File: src/exec_regs.vh
// constants for the increment / or / branch execution slice
// assumes a 14-bit instruction word and an 8-bit file register bus
//
// What this block does
// - decrement_skip_if_zero: file minus one to working or file; flags untouched.
// - decrement result zero: next instruction becomes a no-operation, two cycles.
// - increment_skip_if_zero: file plus one to working or file; flags untouched.
// - increment wraps to zero: next instruction becomes a no-operation, two cycles.
// - unconditional_branch: 11-bit literal goes to program counter bits 10:0.
// - branch: counter bits 12:11 from high latch bits 4:3; latch unchanged.
// - every unconditional_branch takes two instruction cycles.
// - or_literal_into_working: working OR 8-bit literal into working, zero_flag updated.
// - increment_register: file plus one to chosen destination, zero_flag updated.
// - or_working_with_register: working OR file to chosen destination, zero_flag updated.
`ifndef EXEC_REGS_VH
`define EXEC_REGS_VH

// clocks of clk_sys per instruction_cycle
`define TCY_CLKS 4
`define TCY_CNT_W 2
`define TCY_LAST 2'h3

// instruction word fields
`define IW_W 14
`define OPC6_MSB 13
`define OPC6_LSB 8
`define OPC3_MSB 13
`define OPC3_LSB 11
`define DEST_BIT 7
`define FADDR_MSB 6
`define LIT8_MSB 7
`define LIT11_MSB 10
`define PCH_MSB 4
`define PCH_LSB 3

// opcode patterns
`define OPC_DEC_SKIP 6'h0b
`define OPC_INC_SKIP 6'h0f
`define OPC_INC 6'h0a
`define OPC_OR_WF 6'h04
`define OPC_OR_LIT 6'h38
`define OPC_BRANCH 3'h5

// alu operation selects
`define ALU_INC 2'h0
`define ALU_DEC 2'h1
`define ALU_OR_F 2'h2
`define ALU_OR_LIT 2'h3

// reset values
`define W_RST 8'h00
`define Z_RST 1'b0
`define PC_RST 13'h0000
`define FADDR_RST 7'h00
`define FDATA_RST 8'h00
`define PULSE_RST 1'b0

`endif

File: src/incr_or_branch_exec.v
// execution slice: skip-on-zero counts, increment, inclusive or, branch
// assumes fetch and register file run on clk_sys, file reads are combinational
`timescale 1ns/1ns
`include "exec_regs.vh"
module incr_or_branch_exec (
    input wire clk_sys,
    input wire rstn,
    input wire instr_valid,
    input wire [13:0] instr_word,
    input wire [7:0] file_rd_data,
    input wire [7:0] pc_high_latch,
    output wire instr_take,
    output wire cycle_en,
    output wire [6:0] file_rd_addr,
    output wire [7:0] working_register,
    output wire zero_flag,
    output wire zero_wr,
    output wire file_wr_en,
    output wire [6:0] file_wr_addr,
    output wire [7:0] file_wr_data,
    output wire pc_load,
    output wire [12:0] pc_target,
    output wire nop_slot,
    output wire exec_hit
);
    localparam st_exec = 1'b0;
    localparam st_nop = 1'b1;

    function op6_is;
        input [13:0] word;
        input [5:0] pat;
        begin
            op6_is = (word[`OPC6_MSB:`OPC6_LSB] == pat);
        end
    endfunction

    // operation pick for the shared increment / decrement / or unit
    function [1:0] alu_pick;
        input dec;
        input or_f;
        input or_l;
        begin
            if (dec) begin
                alu_pick = `ALU_DEC;
            end else if (or_f) begin
                alu_pick = `ALU_OR_F;
            end else if (or_l) begin
                alu_pick = `ALU_OR_LIT;
            end else begin
                alu_pick = `ALU_INC;
            end
        end
    endfunction

    reg state_ff;
    reg nxt_state;
    reg [7:0] w_ff;
    reg [7:0] nxt_w;
    reg z_ff;
    reg nxt_z;
    reg z_wr_ff;
    reg nxt_z_wr;
    reg f_wr_ff;
    reg nxt_f_wr;
    reg [6:0] f_addr_ff;
    reg [6:0] nxt_f_addr;
    reg [7:0] f_data_ff;
    reg [7:0] nxt_f_data;
    reg pc_load_ff;
    reg nxt_pc_load;
    reg [12:0] pc_ff;
    reg [12:0] nxt_pc;
    reg nop_ff;
    reg nxt_nop;
    reg hit_ff;
    reg nxt_hit;

    wire tcy_en;
    wire is_dec_skip;
    wire is_inc_skip;
    wire is_inc;
    wire is_or_wf;
    wire is_or_lit;
    wire is_branch;
    wire is_file_op;
    wire dest_file;
    wire [1:0] alu_sel;
    wire [7:0] alu_result;
    wire alu_zero;
    wire slot_exec;
    wire take_file;
    wire take_lit;
    wire take_branch;
    wire skip_zero;
    wire flag_op;

    tcy_divider u_div (
        .clk_sys(clk_sys),
        .rstn(rstn),
        .tcy_en(tcy_en)
    );

    // decode
    assign is_dec_skip = op6_is(instr_word, `OPC_DEC_SKIP);
    assign is_inc_skip = op6_is(instr_word, `OPC_INC_SKIP);
    assign is_inc = op6_is(instr_word, `OPC_INC);
    assign is_or_wf = op6_is(instr_word, `OPC_OR_WF);
    assign is_or_lit = op6_is(instr_word, `OPC_OR_LIT);
    assign is_branch = (instr_word[`OPC3_MSB:`OPC3_LSB] == `OPC_BRANCH);
    assign is_file_op = is_dec_skip | is_inc_skip | is_inc | is_or_wf;
    assign dest_file = instr_word[`DEST_BIT];

    assign alu_sel = alu_pick(is_dec_skip, is_or_wf, is_or_lit);

    exec_alu u_alu (
        .op_sel(alu_sel),
        .file_val(file_rd_data),
        .work_val(w_ff),
        .lit_val(instr_word[`LIT8_MSB:0]),
        .result(alu_result),
        .result_zero(alu_zero)
    );

    // nothing is written during a no-operation slot
    assign slot_exec = tcy_en && (state_ff == st_exec);
    assign take_file = slot_exec && instr_valid && is_file_op;
    assign take_lit = slot_exec && instr_valid && is_or_lit;
    assign take_branch = slot_exec && instr_valid && is_branch;
    assign skip_zero = (is_dec_skip || is_inc_skip) && alu_zero;
    assign flag_op = is_inc || is_or_wf;

    // sequencer: a skip or a jump spends the next slot as a no-operation
    always @* begin
        nxt_state = state_ff;
        if (tcy_en) begin
            case (state_ff)
                st_exec: begin
                    if (take_file && skip_zero) begin
                        nxt_state = st_nop;
                    end else if (take_branch) begin
                        // prefetched word is stale after the jump
                        nxt_state = st_nop;
                    end
                end
                st_nop: begin
                    nxt_state = st_exec;
                end
                default: begin
                    nxt_state = st_exec;
                end
            endcase
        end
    end

    always @* begin
        nxt_w = w_ff;
        // destination select: 0 working, 1 file
        if (take_file && !dest_file) begin
            nxt_w = alu_result;
        end else if (take_lit) begin
            nxt_w = alu_result;
        end
    end

    // skip forms leave the flags alone
    always @* begin
        nxt_z = z_ff;
        nxt_z_wr = 1'b0;
        if ((take_file && flag_op) || take_lit) begin
            nxt_z = alu_zero;
            nxt_z_wr = 1'b1;
        end
    end

    always @* begin
        nxt_f_wr = 1'b0;
        nxt_f_addr = f_addr_ff;
        nxt_f_data = f_data_ff;
        if (take_file && dest_file) begin
            nxt_f_wr = 1'b1;
            nxt_f_addr = instr_word[`FADDR_MSB:0];
            nxt_f_data = alu_result;
        end
    end

    always @* begin
        nxt_pc_load = 1'b0;
        nxt_pc = pc_ff;
        if (take_branch) begin
            nxt_pc_load = 1'b1;
            // latch is only read here, never written
            nxt_pc = {pc_high_latch[`PCH_MSB:`PCH_LSB],
                      instr_word[`LIT11_MSB:0]};
        end
    end

    always @* begin
        nxt_hit = take_file || take_lit || take_branch;
        // word in this slot is consumed and discarded
        nxt_nop = tcy_en && (state_ff == st_nop);
    end

    always @(posedge clk_sys or negedge rstn) begin
        if (!rstn) begin
            state_ff <= st_exec;
        end else begin
            state_ff <= nxt_state;
        end
    end

    always @(posedge clk_sys or negedge rstn) begin
        if (!rstn) begin
            w_ff <= `W_RST;
        end else begin
            w_ff <= nxt_w;
        end
    end

    always @(posedge clk_sys or negedge rstn) begin
        if (!rstn) begin
            z_ff <= `Z_RST;
        end else begin
            z_ff <= nxt_z;
        end
    end

    always @(posedge clk_sys or negedge rstn) begin
        if (!rstn) begin
            z_wr_ff <= `PULSE_RST;
        end else begin
            z_wr_ff <= nxt_z_wr;
        end
    end

    always @(posedge clk_sys or negedge rstn) begin
        if (!rstn) begin
            f_wr_ff <= `PULSE_RST;
        end else begin
            f_wr_ff <= nxt_f_wr;
        end
    end

    always @(posedge clk_sys or negedge rstn) begin
        if (!rstn) begin
            f_addr_ff <= `FADDR_RST;
        end else begin
            f_addr_ff <= nxt_f_addr;
        end
    end

    always @(posedge clk_sys or negedge rstn) begin
        if (!rstn) begin
            f_data_ff <= `FDATA_RST;
        end else begin
            f_data_ff <= nxt_f_data;
        end
    end

    always @(posedge clk_sys or negedge rstn) begin
        if (!rstn) begin
            pc_load_ff <= `PULSE_RST;
        end else begin
            pc_load_ff <= nxt_pc_load;
        end
    end

    always @(posedge clk_sys or negedge rstn) begin
        if (!rstn) begin
            pc_ff <= `PC_RST;
        end else begin
            pc_ff <= nxt_pc;
        end
    end

    always @(posedge clk_sys or negedge rstn) begin
        if (!rstn) begin
            nop_ff <= `PULSE_RST;
        end else begin
            nop_ff <= nxt_nop;
        end
    end

    always @(posedge clk_sys or negedge rstn) begin
        if (!rstn) begin
            hit_ff <= `PULSE_RST;
        end else begin
            hit_ff <= nxt_hit;
        end
    end

    // one word taken per instruction_cycle, whatever it decodes to
    assign instr_take = tcy_en & instr_valid;
    assign cycle_en = tcy_en;
    assign file_rd_addr = instr_word[`FADDR_MSB:0];
    assign working_register = w_ff;
    assign zero_flag = z_ff;
    assign zero_wr = z_wr_ff;
    assign file_wr_en = f_wr_ff;
    assign file_wr_addr = f_addr_ff;
    assign file_wr_data = f_data_ff;
    assign pc_load = pc_load_ff;
    assign pc_target = pc_ff;
    assign nop_slot = nop_ff;
    assign exec_hit = hit_ff;
endmodule // incr_or_branch_exec

File: src/tcy_divider.v
// instruction_cycle strobe generator
// assumes clk_sys is the only clock
`timescale 1ns/1ns
`include "exec_regs.vh"
module tcy_divider (
    input wire clk_sys,
    input wire rstn,
    output wire tcy_en
);
    localparam [`TCY_CNT_W-1:0] last_cnt = `TCY_LAST;
    reg [`TCY_CNT_W-1:0] cnt_ff;
    wire [`TCY_CNT_W-1:0] nxt_cnt;

    assign nxt_cnt = (cnt_ff == last_cnt) ? {`TCY_CNT_W{1'b0}} : cnt_ff + 1'b1;
    // strobe on the last count so the first cycle completes after reset
    assign tcy_en = (cnt_ff == last_cnt);

    always @(posedge clk_sys or negedge rstn) begin
        if (!rstn) begin
            cnt_ff <= {`TCY_CNT_W{1'b0}};
        end else begin
            cnt_ff <= nxt_cnt;
        end
    end
endmodule // tcy_divider

File: src/exec_alu.v
// 8-bit arithmetic for increment, decrement and inclusive or
// assumes operands are stable for the whole instruction_cycle
`timescale 1ns/1ns
`include "exec_regs.vh"
module exec_alu (
    input wire [1:0] op_sel,
    input wire [7:0] file_val,
    input wire [7:0] work_val,
    input wire [7:0] lit_val,
    output reg [7:0] result,
    output wire result_zero
);
    always @* begin
        case (op_sel)
            `ALU_INC: result = file_val + 8'h01;
            `ALU_DEC: result = file_val - 8'h01;
            `ALU_OR_F: result = work_val | file_val;
            `ALU_OR_LIT: result = work_val | lit_val;
            default: result = 8'h00;
        endcase
    end

    // eight bits only: a carry out of the increment is not part of the test
    assign result_zero = (result == 8'h00);
endmodule // exec_alu

File: config.mk
export PLATFORM = sky130hd
export DESIGN_NAME = incr_or_branch_exec
export DESIGN_NICKNAME = d
export VERILOG_FILES = /design/src/incr_or_branch_exec.v /design/src/tcy_divider.v /design/src/exec_alu.v
export VERILOG_INCLUDE_DIRS = /design/src
export SDC_FILE = /design/constraint.sdc
export NUM_CORES = 1
export LEC_CHECK = 0
export BUFFER_PORTS_ARGS = -buffer_cell sky130_fd_sc_hd__buf_2
export CORE_MARGIN = 2
export CORE_UTILIZATION = 40
export CTS_CLUSTER_DIAMETER = 120
export DETAILED_ROUTE_END_ITERATION = 16
export GPL_ROUTABILITY_DRIVEN = 0
export GPL_TIMING_DRIVEN = 0
export PLACE_DENSITY = 0.75
export REMOVE_ABC_BUFFERS = 1
export SLEW_MARGIN = 20
export SYNTH_ARGS = -nofsm -noshare
export SYNTH_HDL_FRONTEND = slang
export SYNTH_SLANG_ARGS = --single-unit
File: constraint.sdc
create_clock -name clk_sys -period 2.8 [get_ports clk_sys]
set_clock_uncertainty 0.1 [all_clocks]
set_input_delay 0.56 -clock clk_sys [delete_from_list [all_inputs] [get_ports clk_sys]]
set_output_delay 0.56 -clock clk_sys [all_outputs]
set_load 0.01 [all_outputs]
# Yosys cells after proc, flatten, opt, wreduce, memory -nomap -nowiden
# Index checks and enable logic that the tools add are counted.
[op_classes]
addsub = 3
eq_ne = 10
muxes = 12
n_bitwise = 7
n_reduce_logical = 20
[op_table]
columns = ["op", "n"]
rows = [
  ["$pmux 8 s4", 1],
  ["$eq 6x4->1 const B", 3],
  ["$mux 8", 2],
  ["$or 8x8->8", 2],
  ["$logic_and 1x1->1", 11],
  ["$add 8x1->8 const B", 1],
  ["$logic_not 8->1", 1],
  ["$mux 2", 4],
  ["$sub 8x1->8 const B", 1],
  ["$eq 2x2->1 const B", 3],
  ["$eq 6x3->1 const B", 1],
  ["$eq 6x6->1 const B", 1],
  ["$logic_or 1x1->1", 5],
  ["$mux 1", 4],
  ["$eq 3x3->1 const B", 1],
  ["$or 1x1->1", 3],
  ["$add 2x1->2 const B", 1],
  ["$eq 2x1->1 const B", 1],
  ["$logic_not 2->1", 1],
  ["$pmux 1 s2", 1],
  ["$reduce_bool 2->1", 1],
  ["$and 1x1->1", 1],
  ["$logic_not 1->1", 1],
  ["$not 1->1", 1],
]
[word_totals]
register_bits = 45

# Depth between registers and ports, before layout
# Gate-level depths: netlist of the first run.
[logic_depth]
depth_word = 11
depth_mapped = 12
depth_no_buf = 12

# Hierarchy
# Synthesis of the first run repeated with hierarchy kept, for this count alone.
[unflattened]
hier_cells = 226
hier_area_um2 = 2543.7
[modules_own_cells]
columns = ["module", "instances", "cells_per_inst", "area_per_inst_um2", "seq_area_each_um2"]
rows = [
  ["incr_or_branch_exec", 1, 127, 1819.2, 1076.0],
  ["exec_alu", 1, 95, 658.1, 0.0],
  ["tcy_divider", 1, 4, 66.3, 50.0],
]

# Worst setup path after synthesis of the first run
# No wires, ideal clock.
[synth_timing]
kind = "input -> register"
startpoint = "input instr_word[13]"
endpoint = "register f_data_ff[7], in the netlist file_wr_data[7]"
arrival_ns = 2.375
required_time_ns = 2.575
setup_slack_ns = 0.200
cell_stages = 11
n_path_buf = 0
cell_sequence = "nor3_1 > nand2_1 > inv_1 > ha_1 > a21o_1 > nand4_1 > nand3_1 > a31oi_1 > xnor2_1 > a21oi_1 > mux2_2"
[synth_between]
elab_chain_cells = 6
elab_cells_between_ends = 18
[synth_lines]
columns = ["element", "line_no", "text"]
rows = [
  ["from (decl)", "incr_or_branch_exec.v:9", "input wire [13:0] instr_word,"],
  ["$eq 6x6->1 / $eq 6x4->1 (equally long branches)", "incr_or_branch_exec.v:33", "op6_is = (word[`OPC6_MSB:`OPC6_LSB] == pat);"],
  ["$mux 2 / $or 1x1->1 (equally long branches)", "incr_or_branch_exec.v:47, incr_or_branch_exec.v:110", ""],
  ["$mux 2 / $or 1x1->1 (equally long branches)", "incr_or_branch_exec.v:45, incr_or_branch_exec.v:110", ""],
  ["$mux 2 / $or 1x1->1 (equally long branches)", "incr_or_branch_exec.v:43, incr_or_branch_exec.v:110", ""],
  ["$eq 2x2->1 (tied with other cells)", "exec_alu.v:14", "case (op_sel)"],
  ["$pmux 8 s4 / $logic_and 1x1->1 (equally long branches)", "exec_alu.v:14, incr_or_branch_exec.v:179", ""],
  ["to (signal assigned)", "incr_or_branch_exec.v:253", "f_data_ff <= `FDATA_RST;"],
  ["to (signal assigned)", "incr_or_branch_exec.v:255", "f_data_ff <= nxt_f_data;"],
  ["to (decl)", "incr_or_branch_exec.v:67", "reg [7:0] f_data_ff;"],
]
# Several ways; a longest one is shown, not always the timed one.
# A chain may end at the register's enable or synchronous reset.

# Final worst setup path of the first run
[layout_timing]
startpoint = "input instr_word[9]"
endpoint = "register state_ff"
[layout_between]
elab_chain_cells = 11
elab_cells_between_ends = 23
[layout_lines]
columns = ["element", "line_no", "text"]
rows = [
  ["$eq 6x6->1", "incr_or_branch_exec.v:33", ""],
  ["$mux 2", "incr_or_branch_exec.v:47", "end else if (or_l) begin"],
  ["$mux 2", "incr_or_branch_exec.v:45", "end else if (or_f) begin"],
  ["$mux 2", "incr_or_branch_exec.v:43", "if (dec) begin"],
  ["$eq 2x2->1 (tied with other cells)", "exec_alu.v:14", ""],
  ["$pmux 8 s4", "exec_alu.v:14", ""],
  ["$logic_not 8->1", "exec_alu.v:24", "assign result_zero = (result == 8'h00);"],
  ["$logic_and 1x1->1", "incr_or_branch_exec.v:129", "assign skip_zero = (is_dec_skip || is_inc_skip) && alu_zero;"],
  ["$logic_and 1x1->1 *", "incr_or_branch_exec.v:138", "if (take_file && skip_zero) begin"],
  ["$mux 1 *", "incr_or_branch_exec.v:138", ""],
  ["$pmux 1 s2 *", "incr_or_branch_exec.v:136", "case (state_ff)"],
  ["to (signal assigned)", "incr_or_branch_exec.v:205", "state_ff <= st_exec;"],
  ["to (signal assigned)", "incr_or_branch_exec.v:207", "state_ff <= nxt_state;"],
  ["to (decl)", "incr_or_branch_exec.v:55", "reg state_ff;"],
]
# Mark *: on every way between the ends. The rest lies on a longest branch, timed or not.

==> impl_metrics.json, run 1 <==
{
  "first_iter_violations": 69,
  "cts_root_buf": "clkbuf_8",
  "rsz0062_at_grt": "no",
  "rows": 27,
  "grt_pass1_vias": 1740,
  "yosysWarnings": 0,
  "fin_crit_ns": 2.63,
  "start_util": 0.416,
  "met1_length_mm": 2.22,
  "cpMaxStageDelayCell": "fa_1",
  "status": "finished clean",
  "drv_slew": 0,
  "slowest_delay_ns": 0.40,
  "grt-ovfl-total": 0,
  "max_slew_margin": 0.352,
  "vias": 1759,
  "syn-cell-area_mm2": 0.00229,
  "clk_pin_slew_ns": 0.09,
  "hpwl_mm": 3.82,
  "period_share": 0.940,
  "totalWireLength_mm": 5.08,
  "coreArea_mm2": 0.00551,
  "fin_util": 0.513,
  "cts_made_buffers": 5,
  "dr_wl_met2_mm": 2.48,
  "crit_family": "simple AND/OR/NAND/NOR gates",
  "syn2layout_area_growth_pct": 23.3,
  "seq_area_frac_synth": 0.492,
  "cp-start-kind": "input port",
  "top_layer": "met4",
  "clockBufferDepth": 2,
  "dieArea_mm2": 0.00635,
  "htree_levels": 2,
  "drc": 0,
  "cts_tree": "yes",
  "final_nets": 310,
  "dieWidth_um": 79.7,
  "cts_sinks": 45,
  "maxCapViolCount": 0,
  "wl_met3_um": 317,
  "via_per_inst": 5.14,
  "hold_class": "input port to async pin",
  "antenna_left": 0,
  "cellLeakagePower_nw": 1.53,
  "worstPathCellList": "buf_2 > nand2_1 > nor3_4 > nand2_2 > fa_1 > nand2b_1 > a21oi_1 > xnor2_1 > a22o_1 > nor2b_2 > nand4_1 > o31ai_1",
  "worst_slew_pin_slew_ns": 0.965,
  "netlist_instances": 194,
  "syn_area_per_cell_um2": 11.8,
  "grt_max_degree": 46,
  "yosys_register_bits": 45,
  "critPathMaxFanout": 8,
  "fmax_mhz": 380,
  "setup_viol": 0,
  "clkLatencyLatePin_ns": 0.30,
  "die_y_um": 79.7,
  "worstSetupPathType": "input port to flip-flop",
  "firstDrtPassIters": 4,
  "worst_ep_required_time_ns": 2.91,
  "hold_violations": 0,
  "grt_pass1_wl_mm": 8.31,
  "power.density_mw_per_mm2": 501,
  "antennaDiodeCount": 0,
  "grt_use_total": 0.170,
  "io_pins": 84,
  "numPortBuffers": 77,
  "critPathCaptureType": "flip-flop",
  "post-place-ws_ns": -0.352,
  "antenna_found_initial": 0,
  "cp.arrival_ns": 2.74,
  "drive_above_1_share": 0.481,
  "setup_slack_ns": 0.169,
  "post_drt_wl_per_cell_um": 14.9,
  "yosys.cell_types.count": 43,
  "fin_hold_ws_ns": 0.148,
  "peakVddDrop_v": 0.000243,
  "cp_num_buf_inv": 1
}
==> layout by cell type, fill, tap and decap left out, types with 2 or more instances in the layout <==
cell      synthesis  routed
buf_2             1      76
dfrtp_1          45      45
mux2_2           32      32
nor2_1            9       9
inv_1             8       7
ha_1              7       7
nand2_1           7       6
a21oi_1           8       6
mux2i_1           6       6
o21ai_0           5       5
clkbuf_8          0       5
nand2b_1          4       4
xnor2_1           4       4
a22oi_1           4       4
nand3b_1          3       3
nor3_1            5       3
a21o_1            3       3
o22ai_1           3       3
xor2_1            3       3
buf_4             8       3
o21ai_1           2       2
or2_2             2       2
a21oi_2           0       2
nand3_1           2       2
nand4_1           2       2
clkinv_4          0       2
==> where the power goes <==
group / internal (mW) / switching (mW) / total [mW] / leakage (nW)
clock network: 0.177 / 0.226 / 0.403 / 0.0481
registers: 0.711 / 0.0311 / 0.742 / 0.594
logic: 0.129 / 0.140 / 0.269 / 0.889
total: 1.02 / 0.397 / 1.41 / 1.53
==> per-layer routing <==
layer  global-route usage  vias up
li1                     -      847
met1                0.213      849
met2                0.282       56
met3               0.0385        7
met4               0.0741        0
met5                    0        -
==> area by class of cell <==
| cell class | instances | area (µm²) |
|---|---|---|
| clock inverter | 3 | 22.5 |
| multi-input combinational | 130 | 1080 |
| clock buffer | 5 | 68.8 |
| tap | 72 | 90.1 |
| timing repair buffer | 79 | 403 |
| sequential | 45 | 1130 |
| fill | 511 | 2680 |
| inverter | 8 | 30.0 |
==> what timing repair did <==
| item | 4_1_cts | 5_1_grt |
|---|---|---|
| hold buffers | 0 | 0 |
| cloned | 0 | 0 |
| resized for setup | 1 | 6 |
| setup buffers | 1 | 0 |
| endpoints found under the setup margin | 3 | 6 |
| pin swaps | 0 | 0 |
==> cell usage after synthesis <==
| cell type | n | area share |
|---|---|---|
| a22o_1 | 1 | 0.0038 |
| buf_2 | 1 | 0.0022 |
| nand4_1 | 2 | 0.0055 |
| o21ai_0 | 5 | 0.011 |
| a31oi_1 | 1 | 0.0027 |
| buf_6 | 1 | 0.0049 |
| o31ai_1 | 1 | 0.0033 |
| nor3_1 | 5 | 0.011 |
| a2bb2oi_1 | 1 | 0.0038 |
| fa_1 | 1 | 0.0087 |
| dfrtp_1 | 45 | 0.49 |
| mux2_2 | 32 | 0.16 |
| o21ai_1 | 2 | 0.0044 |
| o31ai_2 | 1 | 0.0055 |
| and2_1 | 1 | 0.0027 |
| nand2b_1 | 4 | 0.011 |
| nor4_2 | 1 | 0.0055 |
| nor2b_1 | 2 | 0.0055 |
| nand3_1 | 2 | 0.0044 |
| and3_1 | 1 | 0.0027 |
| ha_1 | 7 | 0.038 |
| or2_2 | 2 | 0.0055 |
| nand4b_1 | 1 | 0.0038 |
| or2_1 | 1 | 0.0027 |
| o32ai_1 | 1 | 0.0038 |
| a21oi_1 | 8 | 0.017 |
| mux2i_1 | 6 | 0.026 |
| inv_1 | 8 | 0.013 |
| a21o_1 | 3 | 0.0098 |
| xnor2_1 | 4 | 0.015 |
| o22ai_1 | 3 | 0.0082 |
| nand2_1 | 7 | 0.011 |
| buf_4 | 8 | 0.026 |
| mux2_1 | 1 | 0.0049 |
| nor2_1 | 9 | 0.015 |
| or4b_1 | 1 | 0.0044 |
| nor3b_1 | 1 | 0.0033 |
| a22oi_1 | 4 | 0.013 |
| or3_1 | 1 | 0.0027 |
| nand3b_1 | 3 | 0.0098 |
| o32a_1 | 1 | 0.0044 |
| xor2_1 | 3 | 0.011 |
| clkbuf_1 | 1 | 0.0016 |
==> flip-flops by register name (all words and copies together) (netlist names) <==
register / flops
file_wr_data: 8
file_wr_en: 1
pc_load: 1
nop_slot: 1
working_register: 8
pc_target: 13
u_div.cnt_ff: 2
state_ff: 1
file_wr_addr: 7
zero_wr: 1
exec_hit: 1
zero_flag: 1
==> worst register-to-register path: cells and delay by family (launching register included) <==
| kind | cells | cell delay [ns] |
|---|---|---|
| DFF | 1 | 0.37 |
| and+or+nand+nor | 2 | 0.46 |
| adders and majority gates | 1 | 0.23 |
| AOI/OAI and AO/OA | 2 | 0.90 |
| muxes | 1 | 0.42 |
==> final timing paths <==
check / startpoint / to / slack [ns] / cells after the start
hold / removal: rstn / pc_target[1] / 0.15 / 1
min in group clk_sys: u_div.cnt_ff[0] / u_div.cnt_ff[0] / 0.34 / 1
hold reg to reg: u_div.cnt_ff[0] / u_div.cnt_ff[0] / 0.34 / 1
setup / recovery: instr_word[9] / state_ff / 0.17 / 12
max in group asynchronous: rstn / pc_target[3] / 2.06 / 1
setup reg to reg: u_div.cnt_ff[0] / working_register[2] / 0.22 / 6
==> through the flow <==
stage | total power, mW | instance area (µm²) | setup TNS [ns] | cells
after floorplan | 0.887 | 2210 | 0 | 183
after global placement | 1.01 | 2690 | -13.22 | 332
after detailed placement | 1.02 | 2700 | -1.72 | 333
after CTS | 1.43 | 2800 | 0 | 342
after global routing | 1.50 | 2820 | 0 | 342
final | 1.41 | 2820 | 0 | 342
==> logic make-up (layout without fill, tap and decap cells) <==
family          count (synthesis)  after routing  synth area share
flops                          45             45             0.492
mux                            39             39             0.189
xor+xnor                        7              7            0.0268
buf+inv                        19             95            0.0481
fa+ha+maj                       8              8            0.0470
simple gates                   44             44             0.107
compound gates                 32             32            0.0913
Note: power is estimated with default switching activity, not from simulation.
==> run 2: changes to the inputs <==
- CORE_UTILIZATION: 40 -> 49
- PLACE_DENSITY: 0.75 -> 0.87
- RECOVER_POWER: unset -> 100
==> run 2 against run 1 <==
Against the previous run: routed wire length is 5.8% lower; utilization increased by 11 points; die area decreased by 17%; worst setup slack gained 0.012 ns; global-route usage grew 2.1 points; non-clock buffer count is 1 lower; largest cell class unchanged; largest power group unchanged.
==> impl_metrics.json, run 2 (synthesized netlist as in run 1, its figures left out) <==
{
  "status": "finished clean",
  "cts_tree": "yes",
  "fin_crit_ns": 2.62,
  "post_drt_wl_per_cell_um": 14.9,
  "worst_ep_required_time_ns": 2.89,
  "via_per_inst": 5.46,
  "grt_pass1_vias": 1682,
  "clockBufferDepth": 2,
  "clk_pin_slew_ns": 0.08,
  "crit_path_end": "file_wr_data[7]",
  "worstSetupPathType": "input port to flip-flop",
  "critPathCaptureType": "flip-flop",
  "antenna_found_initial": 0,
  "reg2reg_depth": 6,
  "htree_levels": 2,
  "drive_above_1_share": 0.279,
  "largest_reg_flops": 13,
  "hold_class": "flip-flop to flip-flop",
  "grt_use_total": 0.192,
  "rrSetupSlack_ns": 0.22,
  "globalRouteMet2Util": 0.321,
  "cellLeakagePower_nw": 1.33,
  "hpwl_mm": 3.58,
  "critPathMaxFanout": 8,
  "rsz0062_at_grt": "no",
  "met1_usage": 0.236,
  "fmax_mhz": 382,
  "r2r-start": "u_div.cnt_ff[0]",
  "final_common_cell": "clkbuf_1",
  "final_nets": 309,
  "dieArea_mm2": 0.00524,
  "cts_root_buf": "clkbuf_8",
  "crit_family": "simple AND/OR/NAND/NOR gates",
  "worstPathCellList": "buf_2 > nand2_1 > nor3_2 > nand2_1 > inv_2 > ha_1 > a21o_1 > nand4_1 > nand3_1 > a31oi_1 > xnor2_1 > a21oi_1 > mux2_2",
  "grt_pass1_wl_mm": 7.71,
  "cpMaxStageDelayCell": "mux2_2",
  "grt_max_degree": 46,
  "cp_num_buf_inv": 2,
  "numPortBuffers": 77,
  "reg2reg_to": "working_register[3]",
  "cp-start-kind": "input port",
  "grt-ovfl-total": 0,
  "clkLatencyLatePin_ns": 0.30,
  "busiest_layer": "met2",
  "first_iter_violations": 96,
  "setup_viol": 0,
  "crit_top_cell": "nand2_1",
  "maxCapViolCount": 0,
  "start_util": 0.519,
  "layout_common_cells": "52 x clkbuf_1, 45 x dfrtp_1, 32 x mux2_2",
  "firstDrtPassIters": 4,
  "syn2layout_area_growth_pct": 19.3,
  "cts_setup_buffers": 0,
  "drc": 0,
  "slowest_delay_ns": 0.31,
  "final.setup.tns_ns": 0,
  "dpl-instance-area_mm2": 0.00267,
  "die_y_um": 72.4,
  "period_share": 0.935,
  "met3_usage": 0.0528,
  "worstHoldPathCells": 1,
  "rows": 24,
  "power.density_mw_per_mm2": 540,
  "io_pins": 84,
  "drv_slew": 0,
  "antennaDiodeCount": 0,
  "cp.depth": 13,
  "peakVddDrop_v": 0.000319,
  "cp.arrival_ns": 2.71,
  "dieWidth_um": 72.4,
  "cts_sinks": 45,
  "worst_slew_pin_slew_ns": 1.07,
  "max_slew_margin": 0.286,
  "crit_start": "instr_word[9]",
  "coreArea_mm2": 0.00441,
  "final_cell_area_mm2": 0.00273,
  "cts_made_buffers": 5,
  "vias": 1752,
  "antenna_left": 0,
  "hold_violations": 0,
  "totalWireLength_mm": 4.79
}
## run 2: worst min-delay path by stage
stage	startpoint	to	slack [ns]
5_1_grt	u_div.cnt_ff[0]	u_div.cnt_ff[0]	0.35
6_report	u_div.cnt_ff[0]	u_div.cnt_ff[0]	0.33
2_1_floorplan	rstn	exec_hit	0.16
4_1_cts	rstn	exec_hit	0.33
3_3_place_gp	u_div.cnt_ff[0]	u_div.cnt_ff[0]	0.32
3_5_place_dp	u_div.cnt_ff[0]	u_div.cnt_ff[0]	0.32
## run 2: worst register-to-register path, stage by stage (launching register included)
cell and delay [ns]:
dfrtp_1 0.35, ha_1 0.23, nand3b_1 0.26, nor3_1 0.20
o21ai_0 0.18, o21ai_1 0.73, mux2_2 0.42
## run 2: power by group
part | total [mW] | internal, mW | leakage (nW) | switching [mW]
combinational | 0.244 | 0.108 | 0.683 | 0.136
sequential | 0.743 | 0.711 | 0.594 | 0.0318
clock | 0.488 | 0.267 | 0.0543 | 0.221
## run 2: repair_timing
item,in CTS,in global routing
gates resized for setup,0,4
hold buffers,0,0
endpoints found under the setup margin,0,4
hold endpoints to repair,0,0
## run 2: final cells by class
cell class,instances,area [µm²]
clock buffer,5,68.8
timing repair buffer,78,325
fill,404,1680
multi-input combinational,130,1070
tap,52,65.1
inverter,8,30.0
sequential,45,1130
clock inverter,3,46.3
## run 2: metrics by stage
step / utilization / power (mW) / setup slack (ns) / hold WS [ns] / std cells
final: 0.619 / 1.47 / 0.181 / 0.331 / 321
after global routing: 0.619 / 1.55 / 0.0157 / 0.353 / 321
after detailed placement: 0.605 / 1.02 / -0.255 / 0.325 / 313
after floorplan: - / 0.887 / 0.188 / 0.164 / 183
after CTS: 0.632 / 1.51 / 0.0637 / 0.332 / 321
after global placement: 0.603 / 1.01 / -0.598 / 0.315 / 312
## run 2: metal layers
layer / wire, µm / share of wire
met3: 366 / 0.076
met4: 93 / 0.019
met5: 0 / 0
met2: 2270 / 0.47
met1: 2060 / 0.43
==> run 3: changes to the inputs <==
- ABC_AREA: unset -> 1
- CORE_UTILIZATION: 49 -> 50
- CTS_BUF_LIST: unset -> sky130_fd_sc_hd__clkbuf_8 sky130_fd_sc_hd__clkbuf_16
- RECOVER_POWER: 100 -> unset
==> run 3 against run 2 <==
Against the previous run: worst setup slack improved by 0.0093 ns; synthesized cell count up 66%; critical path depth up 4; hold slack got worse by 0.013 ns; register-to-register slack better by 0.45 ns; clock power grew 6.1%; count of clock-buffer cells in the layout grew 1; combinational power rose by 18%; routed wire length increased by 26%; flip-flop and latch count unchanged; die area increased by 8.2%; non-clock buffer count up 4; critical path type unchanged.
==> impl_metrics.json, run 3 <==
{
  "setup_slack_ns": 0.190,
  "critPathCaptureType": "flip-flop",
  "dieWidth_um": 75.3,
  "antenna_found_initial": 0,
  "worst_slew_pin_slew_ns": 0.990,
  "cts_root_buf": "clkbuf_8",
  "yosys_register_bits": 45,
  "dp.cells": 452,
  "clkLatencyLatePin_ns": 0.30,
  "status": "finished clean",
  "fin_util": 0.642,
  "period_share": 0.932,
  "synth.top_cells.by_area": "dfrtp_1 44%, nand2_1 16%, inv_1 4.7%",
  "grt_pass1_wl_mm": 10.0,
  "critPathMaxFanout": 8,
  "grt_use_total": 0.233,
  "seq_area_frac_synth": 0.443,
  "ys_dominant_reg_cell": "dfrtp_1",
  "setup_viol": 0,
  "synthTopCellsByCount": "108 x nand2_1, 45 x dfrtp_1, 32 x inv_1",
  "worst_ep_required_time_ns": 2.94,
  "htree_levels": 2,
  "power.density_mw_per_mm2": 498,
  "dieArea_mm2": 0.00567,
  "die_y_um": 75.3,
  "antenna_left": 0,
  "antennaDiodeCount": 0,
  "ff_latch_area_mm2": 0.00113,
  "clockBufferDepth": 2,
  "cp-start-kind": "input port",
  "cellLeakagePower_nw": 1.78,
  "syn-cell-area_mm2": 0.00254,
  "syn2layout_area_growth_pct": 21.8,
  "yosysWarnings": 0,
  "largest_reg_flops": 13,
  "worstPathCellList": "buf_2 > nor2_4 > inv_2 > nor2_4 > inv_2 > nor2_4 > buf_4 > buf_4 > ha_1 > nand2_1 > o21ai_0 > a21oi_1 > nand2_1 > nand2_1 > a21oi_2 > nand4_1 > nand3_1",
  "firstDrtPassIters": 7,
  "cp.arrival_ns": 2.75,
  "drv_slew": 0,
  "vias": 2328,
  "post-synth-top-area-cell": "dfrtp_1",
  "grt_max_degree": 46,
  "io_pins": 84,
  "cpMaxStageDelayCell": "o21ai_0",
  "worstSetupPathType": "input port to flip-flop",
  "synth-edff-count": 0,
  "hold_violations": 0,
  "final_cell_count_no_fill": 465,
  "crit_family": "simple AND/OR/NAND/NOR gates",
  "max_slew_margin": 0.340,
  "grt_pass1_vias": 2190,
  "cts_sinks": 45,
  "slowest_delay_ns": 0.29,
  "final_nets": 438,
  "post-place-ws_ns": -0.121,
  "yosys.cell_types.count": 31,
  "first_iter_violations": 116,
  "cts_made_buffers": 5,
  "via_per_inst": 5.01,
  "fin_crit_ns": 2.61,
  "coreArea_mm2": 0.00482,
  "netlist_instances": 322,
  "maxCapViolCount": 0,
  "synth_top_area_frac": 0.443,
  "yosysMostFrequentCell": "nand2_1",
  "layout_common_cells": "106 x nand2_1, 77 x buf_2, 45 x dfrtp_1",
  "cp_num_buf_inv": 5,
  "hold_class": "input port to async pin",
  "totalWireLength_mm": 6.05,
  "post_drt_wl_per_cell_um": 13.0,
  "async_flop_share": 1.00,
  "cts_tree": "yes",
  "drc": 0,
  "fmax_mhz": 383,
  "rows": 25,
  "syn_area_per_cell_um2": 7.89,
  "numPortBuffers": 77,
  "grt-ovfl-total": 0,
  "fillCellCount": 418,
  "hpwl_mm": 4.45,
  "drive_above_1_share": 0.332,
  "final_common_cell": "nand2_1",
  "multi_input_area_mm2": 0.00118,
  "start_util": 0.527,
  "clk_pin_slew_ns": 0.08,
  "peakVddDrop_v": 0.000258
}
run 3: cell types whose count changed after synthesis, sizes merged, moves of 18 or more:
cell,before,now
inv,8,42
nor2,9,27
nand2,7,114
mux2,33,0
nand3,2,22
o21ai,7,31
run 3: worst paths after layout:
kind	slack [ns]	startpoint	endpoint	cells after the start
hold / removal	0.32	rstn	pc_load	1
hold reg to reg	0.35	u_div.cnt_ff[0]	u_div.cnt_ff[0]	1
setup / recovery	0.19	instr_word[12]	state_ff	17
max in group asynchronous	1.68	rstn	file_wr_data[3]	1
setup reg to reg	0.67	u_div.cnt_ff[0]	pc_target[5]	8
min in group clk_sys	0.35	u_div.cnt_ff[0]	u_div.cnt_ff[0]	1
run 3: what timing repair did:
item,in CTS,in global routing
buffers inserted,0,5
hold buffers,0,0
resized for setup,0,8
setup endpoints to repair,0,4
run 3: kinds of logic after synthesis:
logic type               synth area share
XOR/XNOR                          0.00690
buffers and inverters               0.104
AO/OA/AOI/OAI                       0.101
adder cells (fa/ha/maj)            0.0424
flip-flops                          0.443
AND/OR/NAND/NOR                     0.302
run 3: routing by layer:
layer  track usage  part of all wire  up-vias
li1              -                 -     1155
met1         0.302              0.43     1078
met2         0.388              0.49       82
met3        0.0402             0.058       13
met4        0.0936             0.023        0
met5             0                 0        -
run 3: cell type report:
cell class	instances	area share
Tap cell	67	0.0271
Clock inverter	2	0.0121
Inverter	43	0.0530
Timing Repair Buffer	82	0.137
Multi-Input combinational cell	220	0.381
Clock buffer	6	0.0267
Sequential cell	45	0.364
run 3: worst register-to-register path, delay by kind of cell, from the launching register on:
| kind | cells | cell delay (ns) |
|---|---|---|
| simple gates | 4 | 0.81 |
| flops | 1 | 0.36 |
| fa+ha+maj | 1 | 0.23 |
| buf+inv | 2 | 0.41 |
| compound gates | 1 | 0.09 |
run 3: power breakdown:
part           total [mW]  switching [mW]  internal, mW  leakage (nW)
registers           0.735          0.0306         0.705         0.586
clock network       0.518           0.228         0.290        0.0574
logic               0.287           0.176         0.111          1.14
run 3: through the flow:
stage          total power, mW  hold slack, ns  area, µm²  TNS [ns]
2_1_floorplan            0.893           0.164       2440         0
3_3_place_gp              1.02           0.315       2910    -0.155
3_5_place_dp              1.03           0.337       2910    -0.342
4_1_cts                   1.54           0.349       3030         0
5_1_grt                   1.61           0.355       3090    -0.124
6_report                  1.54           0.318       3090         0
